--- config.mk ---
export PLATFORM = sky130hd
export DESIGN_NAME = fixed_freq_pwm_protect_timing
export DESIGN_NICKNAME = d
export VERILOG_FILES = /design/src/pwm_protect_pkg.sv /design/src/fixed_freq_pwm_protect_timing.sv
export VERILOG_INCLUDE_DIRS = /design/src
export SDC_FILE = /design/constraint.sdc
export NUM_CORES = 1
export LEC_CHECK = 0
export BUFFER_PORTS_ARGS = -buffer_cell sky130_fd_sc_hd__buf_4
export CORE_MARGIN = 8
export CORE_UTILIZATION = 67
export CTS_CLUSTER_SIZE = 12
export DETAILED_ROUTE_END_ITERATION = 10
export GPL_TIMING_DRIVEN = 0
export PLACE_DENSITY = 0.86
export SYNTH_ARGS = -nofsm -noshare
export SYNTH_HDL_FRONTEND = slang
export SYNTH_SLANG_ARGS = --single-unit
--- constraint.sdc ---
create_clock -name clk -period 5.85 [get_ports clk]
set_input_delay 0.585 -clock clk [delete_from_list [all_inputs] [get_ports clk]]
set_output_delay 0.585 -clock clk [all_outputs]
set_load 0.1 [all_outputs]
--- src/pwm_protect_cfg.svh ---
`ifndef PWM_PROTECT_CFG_SVH
`define PWM_PROTECT_CFG_SVH

// Clock and time units
`define CLK_MHZ            100
`define OSC_NOM_KHZ        100
`define JITTER_PCT         4
`define JITTER_PERIOD_US   4000
`define DUTY_MAX_NUM       3
`define DUTY_MAX_DEN       4
`define LEB_NORMAL_NS      220
`define LEB_BURST_NS       180
`define BLANK_BASIC_US     20000
`define SPIKE_BLANK_US     30000
`define SOFT_STEP_US       300
`define SOFT_STEPS         32
`define EXT_COUNT_DONE     256

// Derived cycle counts
`define OSC_NOM_CYC   ((`CLK_MHZ * 1000) / `OSC_NOM_KHZ)
`define JIT_SPAN_CYC  ((`OSC_NOM_CYC * `JITTER_PCT) / 100)
`define JIT_STEP_CYC  ((`JITTER_PERIOD_US * `CLK_MHZ) / (4 * `JIT_SPAN_CYC))
`define LEB_NORM_CYC  ((`LEB_NORMAL_NS * `CLK_MHZ + 999) / 1000)
`define LEB_BURST_CYC ((`LEB_BURST_NS * `CLK_MHZ + 999) / 1000)
`define BLANK_CYC     (`BLANK_BASIC_US * `CLK_MHZ)
`define SPIKE_CYC     (`SPIKE_BLANK_US * `CLK_MHZ)
`define SOFT_STEP_CYC (`SOFT_STEP_US * `CLK_MHZ)

`endif

--- src/pwm_protect_pkg.sv ---
package pwm_protect_pkg;

  typedef enum logic [1:0] {
    ext_idle   = 2'b00,
    ext_charge = 2'b01,
    ext_dis    = 2'b10,
    ext_done   = 2'b11
  } ext_state_type;

  typedef enum logic [1:0] {
    ovl_idle   = 2'b00,
    ovl_blank  = 2'b01,
    ovl_extend = 2'b10,
    ovl_spike  = 2'b11
  } ovl_state_type;

endpackage : pwm_protect_pkg

--- src/fixed_freq_pwm_protect_timing.sv ---
`timescale 1ns/1ns
`include "pwm_protect_cfg.svh"

////////////////////////////////////////////////////////////////////////////////
// Functional notes
// - Oscillator at 100 kHz, jittered plus or minus 4 percent over 4 ms.
// - On time never exceeds three quarters of the switching period.
// - Jitter runs only once soft start has completed.
// - Latch set each oscillator pulse until auto restart; cleared by feedback, soft-start, limit.
// - Cleared latch forces gate off at once, combinationally.
// - Gate held low while supply is below lockout threshold.
// - Peak limit comparator trip clears latch immediately, ending the pulse.
// - Sense ignored after turn-on: 220 ns normal, 180 ns burst.
// - Burst limit comparator enabled only while in active burst mode.
// - Burst and auto restart entry need condition held 20 ms.
// - With capacitor fitted, overload stays blocked; charge and count start.
// - Upper threshold: count up, stop charging, start discharging.
// - Discharge until lower threshold, then resume charging.
// - Repeat until 256 counts, then raise counter completion.
// - Blanking expired and completion: 30 ms spike blank, then restart.
// - Steeper current slope moves limit turn-off earlier, both thresholds.
// - Soft-start limit rises in 32 steps of 300 us, then off.
// - Feedback above burst exit level leaves burst, restoring full limit.
module fixed_freq_pwm_protect_timing
  import pwm_protect_pkg::*;
(
  // Clock and reset (reset is the lockout)
  input  wire logic clk,
  input  wire logic rst,
  // Comparator inputs
  input  wire logic feedback_trip,
  input  wire logic soft_start_trip,
  input  wire logic peak_limit_comparator,
  input  wire logic peak_limit_early,
  input  wire logic burst_limit_comparator,
  input  wire logic burst_limit_early,
  input  wire logic sense_steep,
  // Mode conditions
  input  wire logic burst_entry_cond,
  input  wire logic burst_exit_cond,
  input  wire logic overload_cond,
  input  wire logic fault_cond,
  input  wire logic lockout_below,
  // Extension capacitor
  input  wire logic extension_fitted,
  input  wire logic extension_upper_comparator,
  input  wire logic extension_lower_comparator,
  // Gate and status
  output logic      gate_drive,
  output logic      switching_latch,
  output logic      osc_pulse,
  output logic      burst_limit_gate,
  output logic      sense_blank,
  output logic      soft_start_active,
  output logic [4:0] soft_start_step,
  output logic      extension_charge_switch,
  output logic      extension_discharge_switch,
  output logic      extension_done,
  output logic      overload_release_gate,
  output logic      burst_mode,
  output logic      auto_restart
);

  ////////////////////////////////////////////////////////////////////////////
  localparam int OSC_NOM   = `OSC_NOM_CYC;
  localparam int JIT_SPAN  = `JIT_SPAN_CYC;
  localparam int JIT_STEP  = `JIT_STEP_CYC;
  localparam int LEB_NORM  = `LEB_NORM_CYC;
  localparam int LEB_BURST = `LEB_BURST_CYC;

  typedef struct packed {
    logic [10:0]   osc_cnt;
    logic [10:0]   period;
    logic [6:0]    jit_ofs;
    logic          jit_up;
    logic [15:0]   jit_div;
    logic          latch;
    logic [4:0]    leb_cnt;
    logic [15:0]   soft_div;
    logic [4:0]    soft_step;
    logic          soft_on;
    logic          burst;
    logic [21:0]   burst_tmr;
    ovl_state_type ovl;
    logic [21:0]   ovl_tmr;
    ext_state_type ext;
    logic [8:0]    ext_cnt;
    logic          restart;
  } state_type;

  state_type s_q;
  state_type s_d;

  // Shared reload test for the long timers
  function automatic logic reached(input logic [21:0] cnt, input int lim);
    reached = (int'(cnt) >= lim - 1);
  endfunction : reached

  // Shared increment for the long timers
  function automatic logic [21:0] tick(input logic [21:0] cnt);
    tick = cnt + 22'h00_0001;
  endfunction : tick

  // Blank length follows the mode at turn-on
  function automatic logic [4:0] leb_len(input logic in_burst);
    leb_len = in_burst ? 5'(LEB_BURST) : 5'(LEB_NORM);
  endfunction : leb_len

  ////////////////////////////////////////////////////////////////////////////
  logic on_limit;
  logic pulse;
  logic blanked;
  logic cur_trip;
  logic burst_trip;

  always_comb begin
    s_d      = s_q;
    pulse    = (s_q.osc_cnt == 11'h000);
    on_limit = (int'(s_q.osc_cnt) >=
                (int'(s_q.period) * `DUTY_MAX_NUM) / `DUTY_MAX_DEN);
    blanked  = (s_q.leb_cnt != 5'h00);
    // Early comparator outputs used on steep slopes to hide turn-off delay
    cur_trip = sense_steep ? peak_limit_early
                           : peak_limit_comparator;
    burst_trip = s_q.burst &&
                 (sense_steep ? burst_limit_early
                              : burst_limit_comparator);

    // Oscillator with triangular jitter sweep
    if (int'(s_q.osc_cnt) >= int'(s_q.period) - 1) begin
      s_d.osc_cnt = 11'h000;
    end else begin
      s_d.osc_cnt = s_q.osc_cnt + 11'h001;
    end
    if (!s_q.soft_on) begin
      if (int'(s_q.jit_div) >= JIT_STEP - 1) begin
        s_d.jit_div = 16'h0000;
        if (s_q.jit_up) begin
          s_d.jit_ofs = s_q.jit_ofs + 7'h01;
          s_d.jit_up  = (int'(s_q.jit_ofs) < 2 * JIT_SPAN - 1);
        end else begin
          s_d.jit_ofs = s_q.jit_ofs - 7'h01;
          s_d.jit_up  = (s_q.jit_ofs == 7'h01);
        end
      end else begin
        s_d.jit_div = s_q.jit_div + 16'h0001;
      end
    end
    if (pulse) begin
      s_d.period = 11'(OSC_NOM - JIT_SPAN + int'(s_q.jit_ofs));
    end

    // Switching latch: set wins only at cycle start, resets dominate after
    if (pulse && !s_q.restart) begin
      s_d.latch   = 1'b1;
      s_d.leb_cnt = leb_len(s_q.burst);
    end else begin
      if (blanked) begin
        s_d.leb_cnt = s_q.leb_cnt - 5'h01;
      end
      if (on_limit || feedback_trip || soft_start_trip) begin
        s_d.latch = 1'b0;
      end
      if (!blanked && (cur_trip || burst_trip)) begin
        s_d.latch = 1'b0;
      end
    end

    // Soft start: 32 steps then switched off
    if (s_q.soft_on) begin
      if (int'(s_q.soft_div) >= `SOFT_STEP_CYC - 1) begin
        s_d.soft_div = 16'h0000;
        if (int'(s_q.soft_step) == `SOFT_STEPS - 1) begin
          s_d.soft_on = 1'b0;
        end else begin
          s_d.soft_step = s_q.soft_step + 5'h01;
        end
      end else begin
        s_d.soft_div = s_q.soft_div + 16'h0001;
      end
    end

    // Burst entry after 20 ms, exit on feedback rise
    if (s_q.burst) begin
      s_d.burst_tmr = '0;
      if (burst_exit_cond) begin
        s_d.burst = 1'b0;
      end
    end else if (!burst_entry_cond) begin
      s_d.burst_tmr = '0;
    end else if (reached(s_q.burst_tmr, `BLANK_CYC)) begin
      s_d.burst     = 1'b1;
      s_d.burst_tmr = '0;
    end else begin
      // Timer only runs while entry holds, so a brief dip restarts it
      s_d.burst_tmr = tick(s_q.burst_tmr);
    end

    // Overload blanking, extension and spike blank
    unique case (s_q.ovl)
      ovl_idle: begin
        s_d.ovl_tmr = '0;
        if (overload_cond || fault_cond) begin
          s_d.ovl = ovl_blank;
        end
      end
      ovl_blank: begin
        s_d.ovl_tmr = tick(s_q.ovl_tmr);
        if (!overload_cond && !fault_cond) begin
          s_d.ovl = ovl_idle;
        end else if (reached(s_q.ovl_tmr, `BLANK_CYC)) begin
          s_d.ovl_tmr = '0;
          if (extension_fitted && !fault_cond) begin
            s_d.ovl = ovl_extend;
            s_d.ext = ext_charge;
          end else begin
            s_d.restart = 1'b1;
            s_d.ovl     = ovl_idle;
          end
        end
      end
      ovl_extend: begin
        if (!overload_cond) begin
          s_d.ovl     = ovl_idle;
          s_d.ext     = ext_idle;
          s_d.ext_cnt = '0;
        end else if (s_q.ext == ext_done) begin
          s_d.ovl = ovl_spike;
        end
      end
      ovl_spike: begin
        s_d.ovl_tmr = tick(s_q.ovl_tmr);
        // Overload gone before restart: drop back and forget the count
        if (!overload_cond) begin
          s_d.ovl     = ovl_idle;
          s_d.ext     = ext_idle;
          s_d.ext_cnt = '0;
        end else if (reached(s_q.ovl_tmr, `SPIKE_CYC)) begin
          s_d.restart = 1'b1;
          s_d.ovl     = ovl_idle;
          s_d.ext     = ext_idle;
          s_d.ext_cnt = '0;
        end
      end
    endcase

    // Capacitor charge/discharge cycling
    if (s_q.ovl == ovl_extend && overload_cond) begin
      unique case (s_q.ext)
        ext_idle: begin
          s_d.ext = ext_idle;
        end
        ext_charge: begin
          if (extension_upper_comparator) begin
            s_d.ext_cnt = s_q.ext_cnt + 9'h001;
            s_d.ext     = (int'(s_q.ext_cnt) == `EXT_COUNT_DONE - 1)
                          ? ext_done : ext_dis;
          end
        end
        ext_dis: begin
          if (extension_lower_comparator) begin
            s_d.ext = ext_charge;
          end
        end
        ext_done: begin
          s_d.ext = ext_done;
        end
      endcase
    end
  end

  ////////////////////////////////////////////////////////////////////////////
  // Lockout acts as reset; counters restart from zero except the jitter offset, which restarts at mid-span
  always_ff @(posedge clk) begin
    if (rst) begin
      s_q           <= '0;
      s_q.period    <= 11'(OSC_NOM);
      s_q.jit_ofs   <= 7'(JIT_SPAN);
      s_q.jit_up    <= 1'b1;
      s_q.soft_on   <= 1'b1;
      s_q.ovl       <= ovl_idle;
      s_q.ext       <= ext_idle;
    end else begin
      s_q <= s_d;
    end
  end

  ////////////////////////////////////////////////////////////////////////////
  // Trips seen outside the blank act before the latch register clears
  function automatic logic cur_trip_now();
    cur_trip_now = (s_q.leb_cnt == 5'h00) &&
                   (cur_trip || burst_trip || feedback_trip
                    || soft_start_trip || on_limit);
  endfunction : cur_trip_now

  // Gate is combinational so a cleared latch cuts it in the same cycle
  logic gate_allow;

  always_comb begin
    gate_allow = s_q.latch;
    if (rst || lockout_below) begin
      gate_allow = 1'b0;
    end
    if (cur_trip_now()) begin
      gate_allow = 1'b0;
    end
    // Restart is sticky, so only a lockout reset lets switching resume
    if (s_q.restart) begin
      gate_allow = 1'b0;
    end
  end

  assign gate_drive = gate_allow;

  assign switching_latch            = s_q.latch;
  assign osc_pulse                  = pulse;
  assign burst_limit_gate           = s_q.burst;
  assign sense_blank                = blanked;
  assign soft_start_active          = s_q.soft_on;
  assign soft_start_step            = s_q.soft_step;
  assign extension_charge_switch    = (s_q.ext == ext_charge);
  assign extension_discharge_switch = (s_q.ext == ext_dis);
  assign extension_done             = (s_q.ext == ext_done);
  assign overload_release_gate      = (s_q.ovl == ovl_spike);
  assign burst_mode                 = s_q.burst;
  assign auto_restart               = s_q.restart;

endmodule : fixed_freq_pwm_protect_timing

# ---- After elaboration in Yosys (flattened, before gate mapping)
# Index checks and enable logic that the tools add are counted.
dict set report word_totals {
  register_bits 133
  in_bits 17
  out_inout_bits 17
  word_cells 150
}
dict set report op_classes {
  n_addsub 13
  n_mul 1
  n_lt_le_gt_ge 8
  n_eq_ne 18
  muxes 54
  n_bitwise 4
  n_reduce_logical 35
}
# operator n
set op_table {}
lappend op_table {{$mux W26} 3}
lappend op_table {{$pmux W22 S3} 1}
lappend op_table {{$add A22 B1 Y22 const B} 2}
lappend op_table {{$ge A22 B21 Y1 const B} 2}
lappend op_table {{$mux W11} 4}
lappend op_table {{$mux W22} 2}
lappend op_table {{$mux W12} 3}
lappend op_table {{$add A16 B1 Y16 const B} 2}
lappend op_table {{$add A32 B1 Y32} 1}
lappend op_table {{$ge A12 B32 Y1} 1}
lappend op_table {{$mux W16} 2}
lappend op_table {{$mux W24} 1}
lappend op_table {{$mux W23} 1}
lappend op_table {{$ge A22 B22 Y1 const B} 1}
lappend op_table {{$mux W1} 18}
lappend op_table {{$mux W2} 9}
lappend op_table {{$pmux W9 S2} 1}
lappend op_table {{$ge A16 B12 Y1 const B} 1}
lappend op_table {{$ge A16 B15 Y1 const B} 1}
lappend op_table {{$pmux W2 S4} 2}
lappend op_table {{$mul A11 B2 Y13 const B} 1}
lappend op_table {{$ge A12 B12 Y1} 1}
lappend op_table {{$sub A11 B1 Y12 const B} 1}
lappend op_table {{$add A10 B7 Y11 const A} 1}
lappend op_table {{40 further kinds} 71}

# ---- Longest topological paths before layout
dict set report depth {
  ltp_word 11
  ltp_mapped 13
  ltp_nobuf 13
}

# ---- Worst setup path after synthesis
# No wires, ideal clock.
dict set report synth_timing {
  path_kind {register -> output}
  startpoint {register s_q[113] in the netlist's numbering}
  endpoint {output port gate_drive}
  t_arrival_ns 3.808
  t_required_ns 5.265
  path_slack_ns 1.457
  stages_incl_launch_ff 14
  path_buffers 0
  cell_sequence {dfxtp_1 > inv_1 > ha_1 > a21o_1 > a21oi_1 > o21bai_1 > a21oi_1 > xor2_1 > ha_1 > a21oi_1 > o21ai_0 > a41oi_1 > o21ai_0 > a31oi_1}
}
dict set report synth_via {
  elab_chain_len 7
}
# item line
set synth_rtl {}
lappend synth_rtl {{start: declaration} fixed_freq_pwm_protect_timing.sv:91} ;# state_type s_q;
lappend synth_rtl {{$mul A11 B2 Y13 (no line)} n/a}
lappend synth_rtl {{$add A32 B1 Y32 (no line)} n/a}
lappend synth_rtl {{$ge A12 B32 Y1 (no line)} n/a}
lappend synth_rtl {{$logic_or A1 B1 Y1} fixed_freq_pwm_protect_timing.sv:293} ;# || soft_start_trip || on_limit);
lappend synth_rtl {{$logic_and A1 B1 Y1} fixed_freq_pwm_protect_timing.sv:291} ;# cur_trip_now = (s_q.leb_cnt == 5'h00) &&
lappend synth_rtl {{$mux W1} fixed_freq_pwm_protect_timing.sv:304} ;# if (cur_trip_now()) begin
lappend synth_rtl {{$mux W1} fixed_freq_pwm_protect_timing.sv:308} ;# if (s_q.restart) begin
lappend synth_rtl {{end: declaration} fixed_freq_pwm_protect_timing.sv:49} ;# output logic gate_drive,
# No other way between the ends.

# ---- Worst setup path in the final report
# Same ends and word-level chain as after synthesis.

==> results.rst <==
.. list-table::
   :header-rows: 1

   * - Metric
     - Value
   * - Drt initial violations
     - ~450
   * - Critical path endpoint category
     - output pin
   * - Number of ports placed on the die boundary
     - 34
   * - Final Util
     - 0.7787
   * - Detailed-route wire length per cell
     - about 15 um
   * - Number of standard-cell rows in the floorplan
     - 38
   * - Final sum of negative setup slack
     - 0 ns
   * - Area contributors post-synth
     - sky130_fd_sc_hd__dfxtp_1 (35%), sky130_fd_sc_hd__ha_1 (9.0%), sky130_fd_sc_hd__nor2_1 (7.0%)
   * - Layout Cell Area excl Fill
     - ~0.0084 sq mm
   * - Startpoint type of the worst setup path
     - flip-flop
   * - Worst slew margin relative to its limit
     - 0.4650
   * - Status
     - finished, final reports clean
   * - Setup slack after placement
     - around 2.2 ns
   * - HP Class
     - primary input to flip-flop
   * - Worst r2r dst
     - s_q[131]$_SDFF_PP0_
   * - Final Routed Wirelength
     - between 15 and 20 mm
   * - Global-route wire length before repair
     - around 27 mm
   * - Remaining global-route overflow
     - 0
   * - Slew at the pin closest to its max-slew limit
     - 0.7959 ns
   * - TritonCTS clock tree
     - built
   * - Count of endpoints failing setup in the final report
     - 0
   * - Clock latency on the worst-skew pair
     - 0.53 ns
   * - Initial antenna violation count
     - 0
   * - Arrival @ worst endpoint
     - 3.71 ns
   * - All-layer global routing usage
     - 0.2258
   * - Peak supply drop
     - roughly 0.25 mV
   * - Area after DPL
     - approximately 0.0078 sq mm
   * - Leakage power
     - about 3.3 nW
   * - Die Height
     - ~120 um
   * - Maximum buffer depth of the clock tree
     - 2
   * - Number of pins exceeding their max-slew limit in the final report
     - 0
   * - Clock Sinks
     - between 100 and 150
   * - Clock root buffer
     - sky130_fd_sc_hd__clkbuf_8
   * - Number of buffers and inverters on the critical path
     - 2
   * - Synthesized area divided by synthesized cell count
     - 8.243 sq um
   * - Cells traversed along the worst timing path
     - inv_1 > ha_1 > a21o_1 > a21oi_1 > o21bai_1 > a21oi_1 > xor2_1 > ha_1 > a21oi_1 > o21ai_0 > a41oi_1 > o21ai_0 > a31oi_1 > buf_4
   * - CP most frequent cell
     - sky130_fd_sc_hd__a21oi_1
   * - Estimated wirelength of the detail-placed design
     - 11.15 mm
   * - Slowest stage cell, crit path
     - sky130_fd_sc_hd__dfxtp_1
   * - Number of detailed-route iterations in the first pass
     - 5
   * - Die boundary width
     - 121.0 um
   * - Number of buffers added by the clock tree synthesis step
     - 17
   * - Minimum period implied by the final worst setup slack
     - about 4.3 ns
   * - Crit-path leading delay family
     - compound AO/OA/AOI/OAI gates
   * - Peak clock frequency supported by timing
     - roughly 0.23 GHz
   * - Pin count of the biggest net entering global routing
     - 17
   * - Number of enable-type register cells in the synthesized netlist
     - 0
   * - Post-Syn Nets
     - 967
   * - Setup repair after global routing missed its margin
     - false
   * - Final worst setup slack
     - 1.552 ns
   * - Sequential element share of the synthesized area
     - 0.3524
   * - Largest fanout on the critical path
     - 6
   * - Startpoint of the most critical register-to-register path
     - s_q[113]$_SDFFE_PP0P_
   * - PwrDens
     - 261.1 mW/mm^2
   * - Overall die area
     - around 0.015 sq mm
   * - Critical path class
     - flip-flop to output pin
   * - Critical Path Start
     - s_q[113]$_SDFFE_PP0P_
   * - Delay of the slowest cell on the worst path
     - approximately 0.48 ns
   * - Proportion of register bits with asynchronous set or reset after synthesis
     - 0
   * - Final worst-path cycle share
     - 0.7347
   * - Fraction of layout cells with a size suffix above 1
     - 0.08759
   * - Final Net Count
     - 1019
   * - Number of hold buffers added after cts
     - 0
   * - Warnings, synthesis
     - 0
   * - Fillcell total
     - slightly below 800
   * - Vias in the first global route
     - 5977
   * - R2R cell count
     - 12
   * - Final ANT Viol Nets
     - 0
   * - Number of failing hold endpoints at the final stage
     - 0
   * - IO Port Bufs
     - 33
   * - Share of Yosys cell area claimed by the top area cell type
     - 0.3524
   * - Top FF cell, synth
     - sky130_fd_sc_hd__dfxtp_1
   * - Starting Density
     - 0.6843
   * - Data required, critical path
     - approximately 5.3 ns
   * - Count of different cell masters after synthesis
     - a little over 70
   * - Clock Skews
     - roughly 0.0097 ns
   * - Growth of design area from synthesis to finish
     - 13.79%
   * - R2R setup slack
     - between 2 and 2.5 ns
   * - Timing endpoint of the critical path
     - gate_drive
   * - Total power
     - approximately 0.0022 W
   * - Vias after detailed routing
     - 6513
   * - Yosys reg bits
     - 130
   * - # diodes
     - 0
   * - Cts repair resizes
     - 0
   * - Detailed-route DRC error count
     - 0
   * - Total setup buffers inserted after CTS
     - 0
   * - Routability Congestion
     - approximately 0.87
   * - Area of the core region
     - 0.01079 sq mm
   * - Synth area leader
     - sky130_fd_sc_hd__dfxtp_1
   * - Post-synthesis instance total
     - around 900
   * - H-tree Lvls
     - 4
   * - Crit path depth
     - 14
   * - Cell area after synthesis
     - between 0.007 and 0.008 sq mm
   * - Clock-pin slew on the worst setup and hold paths
     - 0.06 ns
   * - Max-cap viol count
     - 0
   * - Average via count per standard cell
     - approximately 5.9
-- per-layer routing --
layer | vias up | track usage | routed length, um
met5 | - | 0 | 0
met4 | 0 | 0.1023 | 380
met3 | 35 | 0.05910 | 779
met2 | 143 | 0.3693 | 7643
met1 | 3079 | 0.2728 | 7563
li1 | 3256 | - | -
-- worst min-delay path by stage --
stage,from,to,cells past startpoint
finish,burst_exit_cond,burst_limit_gate$_SDFF_PP0_,3
floorplan,s_q[36]$_SDFF_PP0_,s_q[36]$_SDFF_PP0_,1
global route,burst_exit_cond,burst_limit_gate$_SDFF_PP0_,3
global placement,s_q[36]$_SDFF_PP0_,s_q[36]$_SDFF_PP0_,1
CTS,burst_exit_cond,burst_limit_gate$_SDFF_PP0_,3
detailed placement,s_q[36]$_SDFF_PP0_,s_q[36]$_SDFF_PP0_,1
-- tightest hold or removal path, delay by kind of cell --
kind | cells | cell delay, ns
AOI/OAI and AO/OA | 1 | 0.15
buffers and inverters | 2 | 0.15
-- Yosys cell counts, types with 3 or more instances --
cell type and number:
sky130_fd_sc_hd__a211o_1 3, sky130_fd_sc_hd__a211oi_1 8, sky130_fd_sc_hd__a21boi_0 3, sky130_fd_sc_hd__a21o_1 7, sky130_fd_sc_hd__a21oi_1 37, sky130_fd_sc_hd__a221oi_1 4, sky130_fd_sc_hd__a2bb2oi_1 3, sky130_fd_sc_hd__a311oi_1 4
sky130_fd_sc_hd__a31oi_1 14, sky130_fd_sc_hd__a41oi_1 6, sky130_fd_sc_hd__and2_1 6, sky130_fd_sc_hd__and3_1 15, sky130_fd_sc_hd__and4_1 9, sky130_fd_sc_hd__buf_4 6, sky130_fd_sc_hd__clkbuf_1 26, sky130_fd_sc_hd__clkinv_1 3
sky130_fd_sc_hd__dfxtp_1 130, sky130_fd_sc_hd__ha_1 53, sky130_fd_sc_hd__inv_1 38, sky130_fd_sc_hd__mux2i_1 5, sky130_fd_sc_hd__nand2_1 81, sky130_fd_sc_hd__nand2b_1 5, sky130_fd_sc_hd__nand3_1 32, sky130_fd_sc_hd__nand4_1 26
sky130_fd_sc_hd__nand4b_1 3, sky130_fd_sc_hd__nor2_1 138, sky130_fd_sc_hd__nor2b_1 18, sky130_fd_sc_hd__nor3_1 22, sky130_fd_sc_hd__nor4_1 10, sky130_fd_sc_hd__o211ai_1 8, sky130_fd_sc_hd__o21a_1 3, sky130_fd_sc_hd__o21ai_0 25
sky130_fd_sc_hd__o21bai_1 3, sky130_fd_sc_hd__o31ai_1 4, sky130_fd_sc_hd__or2_2 5, sky130_fd_sc_hd__or3_1 3, sky130_fd_sc_hd__or4_1 3, sky130_fd_sc_hd__xnor2_1 49, sky130_fd_sc_hd__xor2_1 38
-- stage by stage --
stage | cells | hold WS (ns)
CTS | 1099 | 0.3736
finish | 1099 | 0.3914
global route | 1099 | 0.3779
floorplan | 896 | 0.4261
detailed placement | 1069 | 0.4486
global placement | 1069 | 0.4385
-- final cells by class --
class	count	area [sq um]	share of cell area
Buffer	36	167.7	0.01995
Sequential cell	130	2603	0.3097
Multi-Input combinational cell	689	4462	0.5309
Clock buffer	21	439.2	0.05226
Tap cell	140	175.2	0.02084
Inverter	41	153.9	0.01831
Timing Repair Buffer	33	247.7	0.02948
Clock inverter	9	156.4	0.01861
-- logic make-up (layout without fill, tap and decap cells) --
group / count (synthesis) / count (layout) / share of synthesized area
and+or+nand+nor: 386 / 386 / 0.2541
AOI/OAI and AO/OA: 152 / 152 / 0.1409
DFF: 130 / 130 / 0.3524
xor gates and xnor gates: 87 / 87 / 0.1032
buffers and inverters: 77 / 140 / 0.04354
adders and majority gates: 54 / 54 / 0.09250
muxes: 9 / 9 / 0.01287
other: 1 / 1 / 0.0005077
-- power breakdown --
group | switching (W) | total [W] | internal [W] | leakage [nW]
Clock | 0.000380 | 0.00108 | 0.000700 | 0.292
Sequential | 0.0000158 | 0.000917 | 0.000901 | 1.05
Combinational | 0.000133 | 0.000197 | 0.0000646 | 1.92
Total | 0.000528 | 0.00219 | 0.00167 | 3.26
-- flip-flops by register name, indices dropped and copies added, names as in the netlist --
register and cells:
soft_start_step 5, soft_start_active 1, auto_restart 1, s_q 121, burst_limit_gate 1, switching_latch 1
-- placed cells by master (no fill, tap or decap), types with 25 or more instances in the layout --
cell	synthesis	routed
sky130_fd_sc_hd__clkbuf_1	26	29
sky130_fd_sc_hd__nand4_1	26	26
sky130_fd_sc_hd__inv_1	38	38
sky130_fd_sc_hd__ha_1	53	53
sky130_fd_sc_hd__nand3_1	32	32
sky130_fd_sc_hd__a21oi_1	37	37
sky130_fd_sc_hd__xnor2_1	49	49
sky130_fd_sc_hd__nand2_1	81	81
sky130_fd_sc_hd__nor2_1	138	138
sky130_fd_sc_hd__buf_4	6	39
sky130_fd_sc_hd__o21ai_0	25	25
sky130_fd_sc_hd__dfxtp_1	130	130
sky130_fd_sc_hd__xor2_1	38	38
(Power assumes the default switching activity.)
